--- src/shared/lo_ctrl_pkg.sv ---
// Constants and types shared by the local-oscillator driver control latches
//==============================================================================
//==============================================================================
package lo_ctrl_pkg;
    localparam int ADDR_W = 8;
    localparam int DATA_W = 8;
    localparam int CODE_W = 2 * DATA_W;

    // Write addresses
    localparam logic [ADDR_W-1:0] CTRL_ADDR = 8'h72;
    localparam logic [ADDR_W-1:0] DAC_ADDR = 8'h7e;

    // Control latch bit positions
    localparam int BIT_BIAS1 = 0;
    localparam int BIT_BIAS2 = 1;
    localparam int BIT_BIAS3 = 2;
    localparam int BIT_PEAK = 3;
    localparam int BIT_DRV = 5;
    localparam int BIT_SWEEP = 6;

    // Converter byte fields
    localparam int BIT_PK_LO = 4;
    localparam int BIT_SEL_A = 6;
    localparam int BIT_SEL_B = 7;

    // Reset values
    localparam logic [DATA_W-1:0] CTRL_RESET = 8'hff;
    localparam logic [DATA_W-1:0] DAC_RESET = 8'h00;

    // One bus write request as seen on the instrument bus
    typedef struct packed {
        logic [ADDR_W-1:0] addr;
        logic [DATA_W-1:0] data;
        logic valid;
    } bus_req_t;
endpackage

--- src/logic/lo_driver_control_latches.sv ---
// Bus-addressed control and bias-converter latches of the oscillator driver board
`timescale 1ns/1ps
`default_nettype none
module lo_driver_control_latches (
    input wire logic clock,
    input wire logic rstn,
    input wire lo_ctrl_pkg::bus_req_t bus,
    output logic ctrl_sel_n,
    output logic dac_sel_n,
    output logic [2:0] bias_on_n,
    output logic peak_src_on_n,
    output logic driver_off,
    output logic sweep_relay_on,
    output logic filter_drive_on,
    output logic peak_route,
    output logic [lo_ctrl_pkg::CODE_W-1:0] dac_code
);
    import lo_ctrl_pkg::*;

    //==========================================================================
    // Address decode and strobe tracking
    //==========================================================================
    logic dec_ctrl;
    logic dec_dac;
    logic ctrl_sel_n_reg;
    logic dac_sel_n_reg;
    logic [DATA_W-1:0] hold_reg;
    logic ctrl_load;
    logic dac_load;
    logic load_a;
    logic load_b;

    // Decoder outputs track address and write-valid together
    assign dec_ctrl = bus.valid && (bus.addr == CTRL_ADDR);
    assign dec_dac = bus.valid && (bus.addr == DAC_ADDR);

    // Selects are registered so the pins come from flops
    always_ff @(posedge clock) begin
        if (!rstn) begin
            ctrl_sel_n_reg <= 1'b1;
            dac_sel_n_reg <= 1'b1;
        end else begin
            ctrl_sel_n_reg <= ~dec_ctrl;
            dac_sel_n_reg <= ~dec_dac;
        end
    end

    // Data is held during the strobe; the bus may drop it with the trailing edge
    always_ff @(posedge clock) begin
        if (!rstn) begin
            hold_reg <= '0;
        end else if (dec_ctrl || dec_dac) begin
            hold_reg <= bus.data;
        end
    end

    // Load on the select's return high, i.e. the strobe's trailing edge
    assign ctrl_load = !ctrl_sel_n_reg && !dec_ctrl;
    assign dac_load = !dac_sel_n_reg && !dec_dac;
    // Exactly one converter byte per write: bit 6 high with bit 7 low picks A
    assign load_a = dac_load && hold_reg[BIT_SEL_A] && !hold_reg[BIT_SEL_B];
    assign load_b = dac_load && !load_a;

    //==========================================================================
    // Latches
    //==========================================================================
    logic [DATA_W-1:0] ctrl_q;
    logic [DATA_W-1:0] dac_a_q;
    logic [DATA_W-1:0] dac_b_q;

    byte_latch #(.WIDTH(DATA_W), .RESET_VALUE(CTRL_RESET)) u_ctrl (
        .clock(clock),
        .rstn(rstn),
        .load(ctrl_load),
        .d(hold_reg),
        .q(ctrl_q)
    );

    byte_latch #(.WIDTH(DATA_W), .RESET_VALUE(DAC_RESET)) u_dac_a (
        .clock(clock),
        .rstn(rstn),
        .load(load_a),
        .d(hold_reg),
        .q(dac_a_q)
    );

    byte_latch #(.WIDTH(DATA_W), .RESET_VALUE(DAC_RESET)) u_dac_b (
        .clock(clock),
        .rstn(rstn),
        .load(load_b),
        .d(hold_reg),
        .q(dac_b_q)
    );

    //==========================================================================
    // Derived drives, registered together with the latch loads
    //==========================================================================
    logic filter_reg;
    logic peak_reg;
    logic [CODE_W-1:0] code_reg;

    // Filter drive is the inverse of the sweep bit; kept as its own flop
    always_ff @(posedge clock) begin
        if (!rstn) begin
            filter_reg <= ~CTRL_RESET[BIT_SWEEP];
        end else if (ctrl_load) begin
            filter_reg <= ~hold_reg[BIT_SWEEP];
        end
    end

    // Peaking route follows the byte loaded into latch A
    always_ff @(posedge clock) begin
        if (!rstn) begin
            peak_reg <= ~DAC_RESET[BIT_PK_LO] & ~DAC_RESET[BIT_SEL_B];
        end else if (load_a) begin
            peak_reg <= ~hold_reg[BIT_PK_LO] & ~hold_reg[BIT_SEL_B];
        end
    end

    // Both bytes form one converter code, B high and A low
    always_ff @(posedge clock) begin
        if (!rstn) begin
            code_reg <= {DAC_RESET, DAC_RESET};
        end else if (load_a) begin
            code_reg <= {dac_b_q, hold_reg};
        end else if (load_b) begin
            code_reg <= {hold_reg, dac_a_q};
        end
    end

    // Bits 4 and 7 of the control byte reach no output
    assign ctrl_sel_n = ctrl_sel_n_reg;
    assign dac_sel_n = dac_sel_n_reg;
    assign bias_on_n = {ctrl_q[BIT_BIAS3], ctrl_q[BIT_BIAS2], ctrl_q[BIT_BIAS1]};
    assign peak_src_on_n = ctrl_q[BIT_PEAK];
    assign driver_off = ctrl_q[BIT_DRV];
    assign sweep_relay_on = ctrl_q[BIT_SWEEP];
    assign filter_drive_on = filter_reg;
    assign peak_route = peak_reg;
    assign dac_code = code_reg;
endmodule
`default_nettype wire

--- src/logic/byte_latch.sv ---
// One bus-loaded byte latch with a synchronous reset value
`timescale 1ns/1ps
`default_nettype none
module byte_latch #(
    parameter int WIDTH = 8,
    parameter logic [WIDTH-1:0] RESET_VALUE = '0
) (
    input wire logic clock,
    input wire logic rstn,
    input wire logic load,
    input wire logic [WIDTH-1:0] d,
    output logic [WIDTH-1:0] q
);
    // Holds its byte until the next load
    always_ff @(posedge clock) begin
        if (!rstn) begin
            q <= RESET_VALUE;
        end else if (load) begin
            q <= d;
        end
    end
endmodule
`default_nettype wire

--- config.mk ---
export PLATFORM = sky130hd
export DESIGN_NAME = lo_driver_control_latches
export DESIGN_NICKNAME = d
export VERILOG_FILES = /design/src/shared/lo_ctrl_pkg.sv /design/src/logic/lo_driver_control_latches.sv /design/src/logic/byte_latch.sv
export SDC_FILE = /design/constraint.sdc
export NUM_CORES = 1
export LEC_CHECK = 0
export ABC_AREA = 1
export BUFFER_PORTS_ARGS = -buffer_cell sky130_fd_sc_hd__buf_2
export CAP_MARGIN = 20
export CORE_MARGIN = 2
export CORE_UTILIZATION = 50
export CTS_CLUSTER_SIZE = 28
export DETAILED_ROUTE_END_ITERATION = 6
export PLACE_DENSITY = 0.75
export SLEW_MARGIN = 20
export SYNTH_ARGS = -nofsm -noshare
export SYNTH_HDL_FRONTEND = slang
export SYNTH_SLANG_ARGS = --single-unit
--- constraint.sdc ---
create_clock -name clock -period 3 [get_ports clock]
set_input_delay 0.75 -clock clock [delete_from_list [all_inputs] [get_ports clock]]
set_output_delay 0.75 -clock clock [all_outputs]
set_load 0.02 [all_outputs]
==> results.yml <==
status:
  status: "completed"
logic_synthesis:
  synth-seq-cells: 50
  syn_inst: 256
  avgSynthCellArea_um2: 7.81
  ys_top_cells_by_area: "dfxtp_1 50%, nand2_1 9.6%, a21oi_1 6.8%"
  synth.yosys.seq_area_share_pct: 50.1
  ys_async_sr_fraction_pct: 0
  synth_common_cells: "51 x nand2_1, 50 x dfxtp_1, 28 x nor2_1"
  synth_top_cell_area_share_pct: 50.1
  synth.most_common_cell: "nand2_1"
  synth.distinct_cells: 24
  synth_area_leader_cell: "dfxtp_1"
  synth_nets: 275
  synth-edff-count: 0
  synthFlopType: "dfxtp_1"
  synthesis.area_um2: 2000
  yosys_warnings: 0
placed_design:
  place_inst: 336
  place_hpwl_mm: 2.80
  gp_congestion: 0.760
  portBuffers: 44
timing:
  finalSetupTns_ns: 0
  fin_crit_ns: 1.92
  fmax_mhz: 522
  tightest_slew_ns: 0.655
  fin_skew_ns: 0.00437
  hold_viol: 0
  slew-limit-headroom_pct: 56.2
  final-setup-viol-count: 0
  post-route-period-util_pct: 63.9
  rsz0062_at_grt: "false"
  slew_viol_final: 0
power_and_ir_drop:
  pwr-share-clk_pct: 36.4
  combinationalPowerShare_pct: 3.1
  switching_share_pct: 21.5
  max-vdd-ir-drop_mv: 0.322
  p_int_uw: 863
  powerDensity_nw_per_um2: 474
  seq_power_share_pct: 60.5
  leakagePower_uw: 0.00106
  p_switching_uw: 236
clock_tree:
  clock_latency_ns: 0.30
  clk_path_buf_depth: 2
  ctsHoldBuffers: 0
  cts_buffers: 5
  cts_sinks: 50
  cts-root-buf: "clkbuf_8"
  h-tree-depth: 2
  postCtsSetupRepairBufs: 0
  cts_tree: "yes"
  clk_pin_slew_ns: 0.08
  cts_resized: 0
grt:
  grt_pass1_vias: 1562
  grt_max_degree: 28
  grtUsageTotal_pct: 20.2
  grt_pass1_wl_mm: 6.92
  antenna_found_initial: 0
  grt-ovfl-total: 0
critical_path:
  worstPathRequired_ns: 3.18
  start_kind: "input port"
  cp-end-kind: "flop"
  cp_max_fo: 27
  cp.arrival_ns: 2.10
  crit_type: "in2reg"
cells_and_area:
  area_growth_pct: 16.1
  fillers: 366
  largest_register_ff_count: 16
  drive_gt1_share_pct: 23.0
  fin_cells: 344
  nets: 314
  insertedDiodeCount: 0
detailed_routing:
  drtIter0Drc: 116
  routedWlPerCell_um: 11.7
  first_pass_iters: 4
  drc: 0
  via_count: 1751
  ant_nets: 0
  viasPerCell: 5.09
  drt_wl_total_mm: 4.03
hold_path:
  hp-class: "reg2reg"
floorplanning:
  ios: 45
  initial_core_util_pct: 53.4
  die-area_um2: 4520
  core-area_um2: 3740
  core.rowCount: 22
  die_h_um: 67.2
  dieWidth_um: 67.2
flow_run:
  max_cap_viol_count: 0
[power by group through the flow]
stage | clock (uW) | sequential [uW] | combinational, uW
after global routing | 443 | 665 | 38.7
final | 400 | 665 | 34.4
after detailed placement | 0 | 680 | 34.8
after CTS | 409 | 665 | 34.8
after global placement | 0 | 680 | 34.1
after floorplan | 0 | 680 | 18.7
[metal layers]
layer / global-route usage, % / vias up / part of all wire (%)
met4: 6.12 / 0 / 0.67
met1: 25.2 / 779 / 48
li1: - / 928 / -
met3: 6.00 / 4 / 4.8
met5: 0 / - / 0
met2: 33.8 / 40 / 47
[metrics by stage]
stage	setup WS (ns)	util (%)	hold WS [ns]	total power [uW]	instance area, um^2
floorplan	1.28	-	0.425	699	2000
global placement	0.833	59.5	0.430	715	2230
detailed placement	0.781	59.5	0.447	715	2230
CTS	1.11	62.0	0.461	1110	2320
global route	0.904	62.0	0.483	1150	2320
finish	1.08	62.0	0.454	1100	2320
[kinds of logic (layout without fill, tap and decap cells)]
group / count (synthesis) / count (layout) / synth area share (%)
flops: 50 / 50 / 50.1
simple gates: 127 / 127 / 30.0
buf+inv: 39 / 79 / 7.95
compound gates: 40 / 40 / 12.0
[path summary, 6_finish.rpt]
kind	startpoint	to	slack (ns)	depth (start not counted)
worst min register to register	u_dac_a.q[7]	u_dac_a.q[7]	0.45	2
worst max register to register	hold_reg[7]	u_dac_b.q[4]	1.25	5
worst max-delay path	bus[9]	u_dac_b.q[4]	1.08	8
worst min-delay path	u_dac_a.q[7]	u_dac_a.q[7]	0.45	2
[cells in the final DEF, fill, tap and decap left out]
cell	count
a21oi_4	1
clkbuf_8	6
nand3_4	1
nor2_1	28
o2111ai_1	6
nand4_2	1
buf_4	2
a21oi_1	27
buf_2	44
nand2_1	51
nand2_4	1
nor3_1	8
clkbuf_1	1
nor2_4	2
nand4_1	12
dfxtp_1	50
nand3_1	19
nand2_2	3
a21o_1	1
clkinv_2	1
nor3_2	1
o21ai_1	4
inv_1	20
o211ai_1	1
inv_2	5
[critical path, cell delays in order]
cell and delay [ns]:
buf_2 0.08, inv_2 0.02, nand2_1 0.11, nor2_4 0.08, a21oi_4 0.54, nand2_1 0.31, nand2_1 0.13, a21oi_1 0.06
[layout make-up]
cell class	instances	area, um^2	area share (%)
Clock buffer	7	86.3	3.72
Clock inverter	1	5.00	0.216
Inverter	25	93.8	4.05
Multi-Input combinational cell	167	838	36.1
Sequential cell	50	1000	43.2
Tap cell	48	60.1	2.59
Timing Repair Buffer	46	235	10.1
No activity file was read; power rests on OpenSTA's default activity.
